===== src/itp_pkg.sv =====
// Constants shared by the interval timer design.
// Assumes a single 125 MHz system clock drives all logic.
package itp_pkg;
	// Counter set
	localparam int NUM_CNT = 3;
	localparam int CNT_W = 16;
	// Port index decode
	localparam logic [1:0] PORT_CTRL = 2'h3;
	// Control word field positions
	localparam int CW_SC_HI = 7;
	localparam int CW_SC_LO = 6;
	localparam int CW_RW_HI = 5;
	localparam int CW_RW_LO = 4;
	localparam int CW_MODE_HI = 3;
	localparam int CW_MODE_LO = 1;
	localparam int CW_BCD = 0;
	localparam logic [1:0] SC_READBACK = 2'h3;
	// Read-back field positions
	localparam int RB_LATCH_VAL = 5;
	localparam int RB_LATCH_ST = 4;
	localparam int RB_MASK_LO = 1;
	// Byte order codes
	localparam logic [1:0] RW_LATCH = 2'h0;
	localparam logic [1:0] RW_LO = 2'h1;
	localparam logic [1:0] RW_HI = 2'h2;
	localparam logic [1:0] RW_BOTH = 2'h3;
	// Mode codes
	localparam logic [2:0] MODE_0 = 3'h0;
	localparam logic [2:0] MODE_1 = 3'h1;
	// Status byte layout
	localparam int ST_OUT = 7;
	localparam int ST_NULL = 6;
	// Reset values
	localparam logic [5:0] CW_RST = 6'h00;
	localparam logic [15:0] CNT_RST = 16'h0000;
	localparam logic [7:0] BYTE_RST = 8'h00;
endpackage


===== src/itp_sync.sv =====
// Two-flop synchroniser for a bundle of pin inputs.
// Assumes each bit is an independent level from outside clk_in.
module itp_sync #(
	parameter int W = 1
) (
	// Clock and reset
	input wire logic clk_in,
	input wire logic sys_rst_in,
	// Pin side and clock side
	input wire logic [W-1:0] async_in,
	output logic [W-1:0] sync_out
);
	logic [W-1:0] meta_q;
	logic [W-1:0] sync_q;

	// First stage feeds only the second
	always_ff @(posedge clk_in) begin
		if (sys_rst_in) begin
			meta_q <= '0;
			sync_q <= '0;
		end else begin
			meta_q <= async_in;
			sync_q <= meta_q;
		end
	end

	assign sync_out = sync_q;
endmodule


===== src/itp_counter_core.sv =====
// One timer channel: preload, down counter, trigger edge store, output.
// Assumes clock and enable edges arrive as synchronised one-cycle pulses.
module itp_counter_core (
	// Clock and reset
	input wire logic clk_in,
	input wire logic sys_rst_in,
	// Programming strobes
	input wire logic cw_stb_in,
	input wire logic first_byte_in,
	input wire logic count_stb_in,
	input wire logic [itp_pkg::CNT_W-1:0] count_val_in,
	input wire logic [2:0] mode_in,
	input wire logic bcd_in,
	// Timer pin events
	input wire logic tclk_rise_in,
	input wire logic tclk_fall_in,
	input wire logic gate_in,
	input wire logic gate_rise_in,
	// State
	output logic [itp_pkg::CNT_W-1:0] count_out,
	output logic out_level_out,
	output logic null_count_out
);
	import itp_pkg::*;

	logic [CNT_W-1:0] cr_q;
	logic [CNT_W-1:0] ce_q;
	logic out_q, null_q, load_pend_q, armed_q, halt_q;
	logic gate_smp_q, trig_ff_q, trig_smp_q;
	logic load_now;

	// Down count with wrap: binary to ffff, decimal to 9999
	function automatic logic [CNT_W-1:0] dec_cnt(
		input logic [CNT_W-1:0] v, input logic bcd);
		logic [CNT_W-1:0] r;
		logic brw;
		r = v;
		brw = 1'b1;
		if (!bcd) begin
			r = CNT_W'(v - 16'h0001);
		end else begin
			for (int i = 0; i < 4; i++) begin
				if (brw) begin
					if (v[4*i +: 4] == 4'h0) begin
						r[4*i +: 4] = 4'h9;
					end else begin
						r[4*i +: 4] = 4'(v[4*i +: 4] - 4'h1);
						brw = 1'b0;
					end
				end
			end
		end
		return r;
	endfunction

	// Edge store so a short trigger between clock pulses is kept
	always_ff @(posedge clk_in) begin
		if (sys_rst_in) begin
			trig_ff_q <= 1'b0;
			trig_smp_q <= 1'b0;
			gate_smp_q <= 1'b0;
		end else begin
			if (gate_rise_in) begin
				trig_ff_q <= 1'b1;
			end else if (tclk_rise_in) begin
				trig_ff_q <= 1'b0;
			end
			if (tclk_rise_in) begin
				trig_smp_q <= trig_ff_q | gate_rise_in;
				gate_smp_q <= gate_in;
			end
		end
	end

	// Copy of preload into counter on this clock pulse
	assign load_now = tclk_fall_in && !cw_stb_in && !count_stb_in &&
		((mode_in == MODE_1) ? (armed_q && trig_smp_q) : load_pend_q);

	// Counting and output level
	always_ff @(posedge clk_in) begin
		if (sys_rst_in) begin
			cr_q <= CNT_RST;
			ce_q <= CNT_RST;
			out_q <= 1'b1;
			load_pend_q <= 1'b0;
			armed_q <= 1'b0;
			halt_q <= 1'b1;
		end else if (cw_stb_in) begin
			cr_q <= CNT_RST;
			load_pend_q <= 1'b0;
			armed_q <= 1'b0;
			halt_q <= 1'b1;
			out_q <= (mode_in != MODE_0);
		end else if (count_stb_in) begin
			cr_q <= count_val_in;
			if (mode_in == MODE_1) begin
				armed_q <= 1'b1;
			end else begin
				load_pend_q <= 1'b1;
				halt_q <= 1'b0;
				if (mode_in == MODE_0) begin
					out_q <= 1'b0;
				end
			end
		end else if (first_byte_in && mode_in == MODE_0) begin
			halt_q <= 1'b1;
			out_q <= 1'b0;
		end else if (tclk_fall_in) begin
			if (load_now) begin
				ce_q <= cr_q;
				load_pend_q <= 1'b0;
				if (mode_in == MODE_1) begin
					out_q <= 1'b0;
				end
			end else if (mode_in == MODE_1) begin
				ce_q <= dec_cnt(ce_q, bcd_in);
				if (ce_q == 16'h0001) begin
					out_q <= 1'b1;
				end
			end else if (!halt_q && gate_smp_q) begin
				ce_q <= dec_cnt(ce_q, bcd_in);
				if (mode_in == MODE_0 && ce_q == 16'h0001) begin
					out_q <= 1'b1;
				end
			end
		end
	end

	// Reload pending flag, a write wins over a load
	always_ff @(posedge clk_in) begin
		if (sys_rst_in) begin
			null_q <= 1'b0;
		end else if (cw_stb_in || count_stb_in) begin
			null_q <= 1'b1;
		end else if (load_now) begin
			null_q <= 1'b0;
		end
	end

	assign count_out = ce_q;
	assign out_level_out = out_q;
	assign null_count_out = null_q;
endmodule


===== src/itp_timer_top.sv =====
// Three channel interval timer with 8-bit host port and readback.
// Assumes the host drives the strobes per the timer bus protocol
// and that a control word arrives whole, in one strobe;
// all pins are sampled by the 125 MHz system clock.
module itp_timer_top (
	// Clock and reset
	input wire logic clk_in,
	input wire logic sys_rst_in,
	// Host port
	input wire logic select_n_in,
	input wire logic read_strobe_n_in,
	input wire logic store_strobe_n_in,
	input wire logic [1:0] port_index_in,
	input wire logic [7:0] data_in,
	output logic [7:0] data_out,
	output logic data_oe_out,
	// Timer pins
	input wire logic [itp_pkg::NUM_CNT-1:0] tmr_clk_in,
	input wire logic [itp_pkg::NUM_CNT-1:0] enable_trigger_in,
	output logic [itp_pkg::NUM_CNT-1:0] timer_pin_out
);
	import itp_pkg::*;

	// Sync order: strobes, index, data, timer clocks, enables
	localparam int SW = 5 + 8 + 2 * NUM_CNT;

	logic [SW-1:0] sync_w;
	logic sel_n_s, rd_n_s, wr_n_s;
	logic [1:0] idx_s;
	logic [7:0] dat_s;
	logic [NUM_CNT-1:0] tclk_s, gate_s;
	logic wr_act_q, rd_act_q;
	logic [NUM_CNT-1:0] tclk_q, gate_q;
	logic wr_act, rd_act, wr_take, rd_end;
	logic [1:0] idx_hold_q;
	logic [7:0] dat_out_q;
	logic oe_q;
	logic [NUM_CNT-1:0] pin_q;
	logic [7:0] rd_byte_w [NUM_CNT];
	logic [NUM_CNT-1:0] out_lvl_w;

	// True when a command targets counter n
	function automatic logic hits(input logic [1:0] sel, input int n);
		return sel == 2'(n);
	endfunction

	// Modes whose low enable level overrides the output pin
	function automatic logic gate_forced(input logic [2:0] m);
		return m == 3'h2 || m == 3'h3;
	endfunction

	// Every pin crosses into the clock domain before use. The active-low
	// strobes are inverted ahead of the first flop so that the cleared
	// flops read as an idle bus; otherwise the first cycles after reset
	// would look like a read and a write at port 0.
	itp_sync #(
		.W(SW)
	) u_sync (
		.clk_in(clk_in),
		.sys_rst_in(sys_rst_in),
		.async_in({~select_n_in, ~read_strobe_n_in, ~store_strobe_n_in,
			port_index_in, data_in, tmr_clk_in, enable_trigger_in}),
		.sync_out(sync_w)
	);

	assign sel_n_s = !sync_w[SW-1];
	assign rd_n_s = !sync_w[SW-2];
	assign wr_n_s = !sync_w[SW-3];
	assign idx_s = sync_w[SW-4 -: 2];
	assign dat_s = sync_w[SW-6 -: 8];
	assign tclk_s = sync_w[2*NUM_CNT-1 -: NUM_CNT];
	assign gate_s = sync_w[NUM_CNT-1:0];

	// Bus strobes only count while selected
	assign wr_act = !sel_n_s && !wr_n_s;
	assign rd_act = !sel_n_s && !rd_n_s;

	// Edge history for strobes and timer pins
	// Cleared history matches the idle levels, so no false edge at reset
	always_ff @(posedge clk_in) begin
		if (sys_rst_in) begin
			wr_act_q <= 1'b0;
			rd_act_q <= 1'b0;
			idx_hold_q <= 2'h0;
			tclk_q <= '0;
			gate_q <= '0;
		end else begin
			wr_act_q <= wr_act;
			rd_act_q <= rd_act;
			tclk_q <= tclk_s;
			gate_q <= gate_s;
			if (rd_act) begin
				idx_hold_q <= idx_s;
			end
		end
	end

	// Write taken at strobe start, read retired at strobe end
	// Retiring late keeps the byte pointer still while the data stands
	assign wr_take = wr_act && !wr_act_q;
	assign rd_end = rd_act_q && !rd_act;

	// Per counter programming, latching and read sequencing
	for (genvar i = 0; i < NUM_CNT; i++) begin : g_cnt
		logic [5:0] cw_q;
		logic wr_hi_q, rd_hi_q, ol_full_q, st_full_q;
		logic [7:0] lo_q, st_q;
		logic [15:0] ol_q;
		logic [15:0] cnt_w;
		logic null_w;
		logic port_wr, ctrl_wr, prog_wr, latch_wr, rb_wr, rd_done;
		logic cnt_stb, first_stb;
		logic [15:0] val_w, src_w;
		logic [1:0] rw_w;
		logic [2:0] mode_w;
		logic [5:0] cw_w;

		assign rw_w = cw_q[CW_RW_HI:CW_RW_LO];
		// A new control word sets the start level in the cycle it lands,
		// so the core must see the incoming mode, not the stored one
		assign cw_w = prog_wr ? dat_s[5:0] : cw_q;
		// Modes 6 and 7 behave as modes 2 and 3
		assign mode_w = (cw_w[CW_MODE_HI:CW_MODE_HI-1] == 2'h3) ?
			{1'b0, cw_w[CW_MODE_HI-1:CW_MODE_LO]} :
			cw_w[CW_MODE_HI:CW_MODE_LO];

		// Address decode for this channel
		// Latch and read-back words never reprogram a counter
		assign port_wr = wr_take && hits(idx_s, i);
		assign ctrl_wr = wr_take && idx_s == PORT_CTRL;
		assign prog_wr = ctrl_wr && hits(dat_s[CW_SC_HI:CW_SC_LO], i) &&
			dat_s[CW_RW_HI:CW_RW_LO] != RW_LATCH;
		assign latch_wr = ctrl_wr && hits(dat_s[CW_SC_HI:CW_SC_LO], i) &&
			dat_s[CW_RW_HI:CW_RW_LO] == RW_LATCH;
		assign rb_wr = ctrl_wr && dat_s[CW_SC_HI:CW_SC_LO] == SC_READBACK &&
			dat_s[RB_MASK_LO + i];
		assign rd_done = rd_end && hits(idx_hold_q, i);

		// Count byte assembly per programmed format
		// Format 00 writes fall to the default and are ignored
		always_comb begin
			cnt_stb = 1'b0;
			first_stb = 1'b0;
			val_w = {BYTE_RST, dat_s};
			case (rw_w)
				RW_LO: cnt_stb = port_wr;
				RW_HI: begin
					cnt_stb = port_wr;
					val_w = {dat_s, BYTE_RST};
				end
				RW_BOTH: begin
					cnt_stb = port_wr && wr_hi_q;
					first_stb = port_wr && !wr_hi_q;
					val_w = {dat_s, lo_q};
				end
				default: cnt_stb = 1'b0;
			endcase
		end

		// Control word store and write byte pointer
		// A control word restarts the byte pairing at the low byte
		always_ff @(posedge clk_in) begin
			if (sys_rst_in) begin
				cw_q <= CW_RST;
				wr_hi_q <= 1'b0;
				lo_q <= BYTE_RST;
			end else if (prog_wr) begin
				cw_q <= dat_s[5:0];
				wr_hi_q <= 1'b0;
				lo_q <= BYTE_RST;
			end else if (port_wr && rw_w == RW_BOTH) begin
				wr_hi_q <= !wr_hi_q;
				if (!wr_hi_q) begin
					lo_q <= dat_s;
				end
			end
		end

		// Snapshot and status latches with read pointer
		// A control word drops any latch still waiting to be read
		always_ff @(posedge clk_in) begin
			if (sys_rst_in) begin
				ol_q <= CNT_RST;
				ol_full_q <= 1'b0;
				st_q <= BYTE_RST;
				st_full_q <= 1'b0;
				rd_hi_q <= 1'b0;
			end else if (prog_wr) begin
				ol_full_q <= 1'b0;
				st_full_q <= 1'b0;
				rd_hi_q <= 1'b0;
			end else begin
				// First capture holds until read out
				if ((latch_wr || (rb_wr && dat_s[RB_LATCH_VAL])) &&
					!ol_full_q) begin
					ol_q <= cnt_w;
					ol_full_q <= 1'b1;
				end
				if (rb_wr && dat_s[RB_LATCH_ST] && !st_full_q) begin
					// Pin as driven, so a forced-high level shows too
					st_q <= {pin_q[i], null_w, cw_q};
					st_full_q <= 1'b1;
				end
				if (rd_done) begin
					if (st_full_q) begin
						st_full_q <= 1'b0;
					end else if (rw_w == RW_BOTH && !rd_hi_q) begin
						rd_hi_q <= 1'b1;
					end else begin
						rd_hi_q <= 1'b0;
						ol_full_q <= 1'b0;
					end
				end
			end
		end

		// Status first, then snapshot, else live count
		// The live count may move between the two bytes of a plain read
		assign src_w = ol_full_q ? ol_q : cnt_w;
		assign rd_byte_w[i] = st_full_q ? st_q :
			((rw_w == RW_HI || (rw_w == RW_BOTH && rd_hi_q)) ?
			src_w[15:8] : src_w[7:0]);

		// Timer clock and enable edges come from the synced pins
		itp_counter_core u_core (
			.clk_in(clk_in),
			.sys_rst_in(sys_rst_in),
			.cw_stb_in(prog_wr),
			.first_byte_in(first_stb),
			.count_stb_in(cnt_stb),
			.count_val_in(val_w),
			.mode_in(mode_w),
			.bcd_in(cw_q[CW_BCD]),
			.tclk_rise_in(tclk_s[i] && !tclk_q[i]),
			.tclk_fall_in(!tclk_s[i] && tclk_q[i]),
			.gate_in(gate_s[i]),
			.gate_rise_in(gate_s[i] && !gate_q[i]),
			.count_out(cnt_w),
			.out_level_out(out_lvl_w[i]),
			.null_count_out(null_w)
		);

		// Modes 2 and 3 force the pin high while enable is low; the
		// override sits after the core so its own state is untouched
		always_ff @(posedge clk_in) begin
			if (sys_rst_in) begin
				pin_q[i] <= 1'b1;
			end else if (gate_forced(mode_w) && !gate_s[i]) begin
				pin_q[i] <= 1'b1;
			end else begin
				pin_q[i] <= out_lvl_w[i];
			end
		end
	end

	// Read data driven only for counter ports; control reads float
	// The byte is refreshed every cycle, so a live read shows the
	// count of the moment; the host takes it once oe is seen
	always_ff @(posedge clk_in) begin
		if (sys_rst_in) begin
			dat_out_q <= BYTE_RST;
			oe_q <= 1'b0;
		end else begin
			oe_q <= rd_act && idx_s != PORT_CTRL;
			case (idx_s)
				2'h0: dat_out_q <= rd_byte_w[0];
				2'h1: dat_out_q <= rd_byte_w[1];
				2'h2: dat_out_q <= rd_byte_w[2];
				default: dat_out_q <= BYTE_RST;
			endcase
		end
	end

	assign data_out = dat_out_q;
	assign data_oe_out = oe_q;
	assign timer_pin_out = pin_q;
endmodule


===== config.mk =====
export PLATFORM = sky130hd
export DESIGN_NAME = itp_timer_top
export DESIGN_NICKNAME = d
export VERILOG_FILES = /design/src/itp_pkg.sv /design/src/itp_sync.sv /design/src/itp_counter_core.sv /design/src/itp_timer_top.sv
export SDC_FILE = /design/constraint.sdc
export NUM_CORES = 1
export LEC_CHECK = 0
export BUFFER_PORTS_ARGS = -buffer_cell sky130_fd_sc_hd__buf_2
export CAP_MARGIN = 5
export CORE_MARGIN = 4
export CORE_UTILIZATION = 32
export CTS_BUF_LIST = sky130_fd_sc_hd__clkbuf_4
export DETAILED_ROUTE_END_ITERATION = 8
export PLACE_DENSITY = 0.44
export SLEW_MARGIN = 20
export SYNTH_ARGS = -nofsm -noshare
export SYNTH_HDL_FRONTEND = slang
export SYNTH_SLANG_ARGS = --single-unit

===== constraint.sdc =====
create_clock -name clk_in -period 5.6 [get_ports clk_in]
set_input_delay 1.12 -clock clk_in [delete_from_list [all_inputs] [get_ports clk_in]]
set_output_delay 1.12 -clock clk_in [all_outputs]
set_load 0.01 [all_outputs]

**Yosys cells after proc, flatten, opt, wreduce, memory -nomap -nowiden**

Cells that the tools add are included.

- Bitwise operators: 21
- Add/sub/neg operators: 15
- Reductions and logical operators: 227
- Equal/unequal tests: 69
- Multiplexer cells: 337

Operator list:

| operator | count |
|---|---|
| $mux W16 | 18 |
| $mux W1 | 270 |
| $mux W4 | 33 |
| $pmux W16 S2 | 3 |
| $logic_and A1 B1 Y1 | 85 |
| $reduce_and A7 Y1 | 12 |
| $eq A16 B1 Y1 const B | 3 |
| $logic_not A4 Y1 | 12 |
| $mux W8 | 6 |
| $sub A16 B1 Y16 const B | 3 |
| $sub A4 B1 Y4 const B | 12 |
| $ne A4 B1 Y1 const B | 9 |
| $ne A4 B3 Y1 const B | 9 |
| $reduce_and A2 Y1 | 18 |
| $logic_not A1 Y1 | 35 |
| $reduce_bool A2 Y1 | 16 |
| $ne A5 B3 Y1 const B | 6 |
| $reduce_bool A5 Y1 | 6 |
| $eq A2 B2 Y1 const B | 14 |
| $pmux W8 S3 | 1 |
| $eq A3 B2 Y1 const B | 6 |
| $ne A3 B2 Y1 const B | 6 |
| $not A1 Y1 | 18 |
| $reduce_bool A3 Y1 | 6 |
| other kinds (14) | 62 |

- Bits in registers: 306
- Word-level logic and storage cells: 747
- Output and inout bits: 12

**Longest topological paths before layout**

- Depth after elaboration: 42
- Depth in mapped cells: 10
- Depth with buffers taken out: 8

**Cells and area by module**

Synthesis repeated with hierarchy kept, for this count alone.

- Cells, all modules: 1682
- Area total of the unflattened synthesis: 15561.2 um^2

By module, submodules not included:

| module | times used | area each (um^2) | cells each |
|---|---|---|---|
| itp_timer_top | 1 | 7443.4 | 791 |
| itp_counter_core (g_cnt[1].u_core ...) | 2 | 2272.2 | 267 |
| itp_counter_core (g_cnt[0].u_core) | 1 | 2361.0 | 277 |
| itp_sync | 1 | 1212.4 | 80 |

**Worst setup path before layout**

OpenSTA, ideal clock, no wires.

- Path type: reg2reg
- Start: register g_cnt[0].cw_q[4]
- End: register g_cnt[0].u_core.ce_q[1]
- Cell stages (with the launch flop): 10
- Library setup time: 91 ps
- Period minus slack after synthesis: 2349 ps
- Slack: 3251 ps
- Data arrival time: 2258 ps
- Path buffers: 1
- Cells stage by stage: dfxtp_1 inv_1 ha_1 a21oi_1 or4b_1 and3_1 o21a_1 buf_6 or3_1 a311oi_1

- Word-level cells in the longest chain between the ends: 8

RTL lines:

| item | line | text |
|---|---|---|
| start, declared | itp_timer_top.sv:105 | `logic [5:0] cw_q;` |
| start signal, assigned | itp_timer_top.sv:168 | `cw_q <= dat_s[5:0];` |
| $eq A2 B2 Y1 / $eq A2 B1 Y1 (equally long branches) | itp_timer_top.sv:145 | `case (rw_w)` |
| $reduce_or A2 Y1 (no line) | -- |  |
| $pmux W1 S2 | itp_timer_top.sv:145 |  |
| $logic_not A1 Y1 | itp_counter_core.sv:76 | `assign load_now = tclk_fall_in && !cw_stb_in && !count_stb_in &&` |
| $logic_and A1 B1 Y1 (2 in a row) | itp_counter_core.sv:76 |  |
| $reduce_bool A3 Y1 (no line) | -- |  |
| $reduce_and A5 Y1 (no line) | -- |  |
| end signal, assigned | itp_counter_core.sv:110 | `ce_q <= cr_q;` |
| end signal, assigned | itp_counter_core.sv:116 | `ce_q <= dec_cnt(ce_q, bcd_in);` |
| end signal, assigned | itp_counter_core.sv:121 | `ce_q <= dec_cnt(ce_q, bcd_in);` |
| end, declared | itp_counter_core.sv:27 | `logic [CNT_W-1:0] ce_q;` |

Several ways; a longest one is shown, not always the timed one.
A chain may end at the register's enable or synchronous reset.

**Final worst setup path**

- Start: register u_sync.sync_q[18], in the netlist u_sync.sync_out[18]
- End: register g_cnt[0].u_core.ce_q[0]

- Word-level cells in the longest chain between the ends: 13

RTL lines:

| item | line | text |
|---|---|---|
| start, declared | itp_sync.sv:14 | `logic [W-1:0] sync_q;` |
| start signal, assigned | itp_sync.sv:23 | `sync_q <= meta_q;` |
| $logic_and A1 B1 Y1 (*) | itp_timer_top.sv:75 | `assign wr_act = !sel_n_s && !wr_n_s;` |
| $logic_and A1 B1 Y1 (*) | itp_timer_top.sv:100 | `assign wr_take = wr_act && !wr_act_q;` |
| $logic_and A1 B1 Y1 | itp_timer_top.sv:130 | `assign ctrl_wr = wr_take && idx_s == PORT_CTRL;` |
| $logic_and A1 B1 Y1 (2 in a row) | itp_timer_top.sv:131 | `assign prog_wr = ctrl_wr && hits(dat_s[CW_SC_HI:CW_SC_LO], i) &&` |
| $mux W4 | -- |  |
| $eq A2 B2 Y1 | itp_timer_top.sv:123 | `assign mode_w = (cw_w[CW_MODE_HI:CW_MODE_HI-1] == 2'h3) ?` |
| $mux W3 | itp_timer_top.sv:123 |  |
| $eq A3 B1 Y1 | itp_counter_core.sv:77, itp_counter_core.sv:115 |  |
| $mux W1 | itp_counter_core.sv:77 | `((mode_in == MODE_1) ? (armed_q && trig_smp_q) : load_pend_q);` |
| $logic_and A1 B1 Y1 | itp_counter_core.sv:76 |  |
| $reduce_bool A3 Y1 (no line) | -- |  |
| $reduce_and A5 Y1 (no line) | -- |  |

Mark *: on every way between the ends. The rest lies on a longest branch, timed or not.

==> metrics.md <==
| Metric | Value |
|---|---|
| Status | completed |
| Compound-gate portion of the synthesized area | 16.31% |
| Net count, final | 1766 |
| Asr flop ratio synth | 0% |
| First-pass GRT wire length | 72.19 mm |
| #FFs+latches synth | 306 |
| Grt ovf | 0 |
| Hpwl dp | 31.95 mm |
| Post-Route WL | 46.11 mm |
| Reg power frac | 50.2% |
| Final core occ | 36.25% |
| Synth area leaders | dfxtp_1 42%, mux2i_1 8.0%, nor2_1 5.2% |
| Post-Layout Cell Count | 2392 |
| Post-synthesis xor/xnor area fraction | 0% |
| Fillers | 4758 |
| CTS tree | done |
| Sw Ratio | 23.65% |
| Clock transition at the registers of the reported paths | 0.06 ns |
| H-tree levels | 3 |
| Layout cells sized above 1 | 15.25% |
| Drt initial violations | 965 |
| Cells after synthesis | 1705 |
| Mapped Nets | 1744 |
| CP required | 6.23 ns |
| Worst Setup SP | u_sync.sync_out[18] |
| WP buf/inv | 1 |
| Setup-failing EPs final | 0 |
| CP cell instances | and3b_1 -> and4_4 -> mux2_4 -> o21ai_2 -> buf_4 -> nor3_1 -> a2111oi_0 |
| Syn-to-layout area delta | 11.83% |
| RSZ-0062 raised after global routing | no |
| Die Area | 49460 sq um |
| Die Height | 222.4 microns |
| Simple-Gate Fraction of Synth Area | 23.16% |
| Vias | 12760 |
| CP max-delay cell | and3b_1 |
| Post-placement cell count | 2238 |
| Delay-heaviest family, CP | simple AND/OR/NAND/NOR gates |
| Wire per inst | 19.28 microns |
| Most used DFF post-synth | dfxtp_1 |
| Static Leak | 5.997 nW |
| Setup_tns | 0 ns |
| Worst Skew | 0.05015 ns |
| Clock sink count | 306 |
| Ports | 33 |
| Initial antenna violation count | 3 |
| Core area | 45380 sq um |
| Largest net degree at the start of global routing | 74 |
| Drt first pass iters | 5 |
| Clock power share | 47.3% |
| Routed vias/inst | 5.334 |
| Fin. max-slew vios | 0 |
| Largest stage delay, worst path | 0.95 ns |
| Clock tree buffer depth | 3 |
| Gpl congestion | 0.8277 |
| P_int | 3.363 mW |
| Mux contribution to synthesized area | 12.66% |
| Net switching power | 1.042 mW |
| Fmax | 267.8 MHz |
| Post-synth EDFFs | 0 |
| Tot GR Track Use | 18.26% |
| Site Rows | 78 |
| Ys Warns | 0 |
| Final min period | 3.734 ns |
| Post-synthesis cell area | 14710 sq um |
| Cell taking the most area after synthesis | dfxtp_1 |
| Mapped Avg Cell Area | 8.628 sq um |
| DRC errors left | 0 |
| Hold Violations, Final | 0 |
| Hold crit path type | reg2reg |
| Worst R2R Setup Slack | 1.87 ns |
| CP Launch Type | register |
| Synth Area in Adders | 1.531% |
| Clock latency on the worst-skew pair | 0.78 ns |
| Cts hold-fix bufs | 0 |
| Distinct cells, synth | 85 |
| VDD IR max | 0.0001454 V |
| Setup Buffers After CTS | 0 |
| Hold Path Stages | 1 |
| Initial cell density of the core | 32.42% |
| Setup Crit Path Kind | reg2reg |
| Hold_sp | u_sync.meta_q[3] |
| Worst r2r dst | g_cnt[0].u_core.count_out[0] |
| Die W | 222.4 microns |
| Critical Path Sink Type | register |
| Worst Max-Slew Pin Slew | 1.126 ns |
| Comb pwr share | 2.5% |
| Vias in the first global route | 12280 |
| Pre-CTS WS | 1.948 ns |
| TritonCTS Buffers | 87 |
| Post-CTS Resized | 0 |
| IO buf count | 32 |
| PD cells | 267.8 nW/um^2 |
| Max-Cap Viols | 0 |
| Setup ws final | 1.866 ns |
| R2R Path Start | u_sync.sync_out[18] |
| Hold Path End | u_sync.sync_out[3] |
| Slew margin rel. | 24.91% |
| Period utilization | 66.69% |
| Reg2Reg Depth | 7 |
| Synth top area share | 41.64% |
| Seq/Total Area, Yosys | 41.64% |
| Post-route ant nets | 0 |
| Largest family of logic cells by synthesized area | simple AND/OR/NAND/NOR gates |
| Root Buffer | clkbuf_4 |
| CP arrival | 4.37 ns |
| Maximum fanout along the worst path | 25 |
power groups by stage:
stage	clock, mW	sequential [mW]	combinational [mW]
after floorplan	0	2.25	0.0767
after global placement	0	2.26	0.108
after detailed placement	0	2.26	0.108
after CTS	2.18	2.21	0.108
after global routing	2.28	2.21	0.119
final	2.08	2.21	0.108
layout make-up:
type	count	area (sq um)	area share, %
clock buffers	136	1021	6.206
inverters	35	131.4	0.7986
clock inverters	16	87.58	0.5324
flip-flops and latches	306	6126	37.24
well taps	600	750.7	4.563
repair buffers	63	399.1	2.426
multi-input cells	1234	7930	48.21
diodes	2	5.005	0.03042
layout by cell type (no fill, tap or decap), types with 7 or more instances in the layout:
| cell | instances |
|---|---|
| nand2_1 | 173 |
| or3_1 | 14 |
| buf_4 | 31 |
| nand2b_1 | 24 |
| nor2b_1 | 60 |
| mux2_2 | 10 |
| a31oi_1 | 15 |
| nor3_1 | 68 |
| or2_2 | 10 |
| and3_1 | 9 |
| buf_2 | 31 |
| nor4_1 | 11 |
| o31ai_1 | 12 |
| and2_1 | 7 |
| mux4_2 | 24 |
| o22ai_1 | 9 |
| nor3b_1 | 7 |
| a211oi_1 | 13 |
| nand3b_1 | 9 |
| nor2_1 | 205 |
| clkinv_1 | 13 |
| clkbuf_4 | 136 |
| ha_1 | 18 |
| nand4_1 | 10 |
| o32ai_1 | 22 |
| a311oi_1 | 8 |
| dfxtp_1 | 306 |
| o21ai_0 | 50 |
| o211ai_1 | 12 |
| o41ai_1 | 7 |
| a221oi_1 | 26 |
| a21oi_1 | 134 |
| mux2i_1 | 118 |
| inv_1 | 35 |
| nand3_1 | 56 |
worst max-delay path by stage:
stage                                         to  slack [ns]  depth (start not counted)
floorplan           g_cnt[0].u_core.count_out[1]        3.25                          9
global placement    g_cnt[0].u_core.count_out[0]        2.05                          7
detailed placement  g_cnt[0].u_core.count_out[0]        1.95                          7
CTS                 g_cnt[0].u_core.count_out[0]        1.93                          7
global route        g_cnt[2].u_core.count_out[0]        1.75                          7
finish              g_cnt[0].u_core.count_out[0]        1.87                          7
logic make-up after synthesis:
kind of cell    count (synthesis)
compound gates                363
fa+ha+maj                      18
simple gates                  699
mux                           154
flops                         306
buf+inv                       165
worst reg2reg max path, stage by stage (launching register included):
cell       delay (ns)
dfxtp_1          0.43
and3b_1          0.95
and4_4           0.53
mux2_4           0.35
o21ai_2          0.66
buf_4            0.32
nor3_1           0.06
a2111oi_0        0.31
cells in the mapped netlist (all sizes together) (18+ instances only):
master  number
dfxtp      306
nor2       205
nand2      174
a21oi      134
mux2i      119
clkbuf      97
nor3        72
nor2b       60
nand3       57
o21ai       51
inv         35
buf         33
a221oi      26
mux4        24
nand2b      24
o32ai       22
ha          18
per-layer routing:
layer  wire length, microns  track usage (%)  up-vias  share of wire (%)
met4                    935            5.349        0                2.0
met1                  22940            27.08     6115                 50
met2                  19720            26.78      340                 43
met5                      0                0        -                  0
li1                       -                -     6235                  -
met3                   2523            3.726       68                5.5
registers in the layout (all words and copies together), names as in the netlist, 8 cells and up:
register,flops
g_cnt.u_core.count_out,48
g_cnt.u_core.cr_q,48
g_cnt.lo_q,24
g_cnt.ol_q,48
g_cnt.cw_q,18
u_sync.sync_out,19
data_out,8
g_cnt.st_q,24
u_sync.meta_q,19
through the flow:
stage	hold slack, ns	area, sq um	total power, mW
2_1_floorplan	0.4138	14710	2.325
3_3_place_gp	0.4243	15340	2.369
3_5_place_dp	0.4272	15340	2.370
4_1_cts	0.4195	16450	4.500
5_1_grt	0.4405	16450	4.614
6_report	0.4363	16450	4.405
No activity file was read; power rests on OpenSTA's default activity.
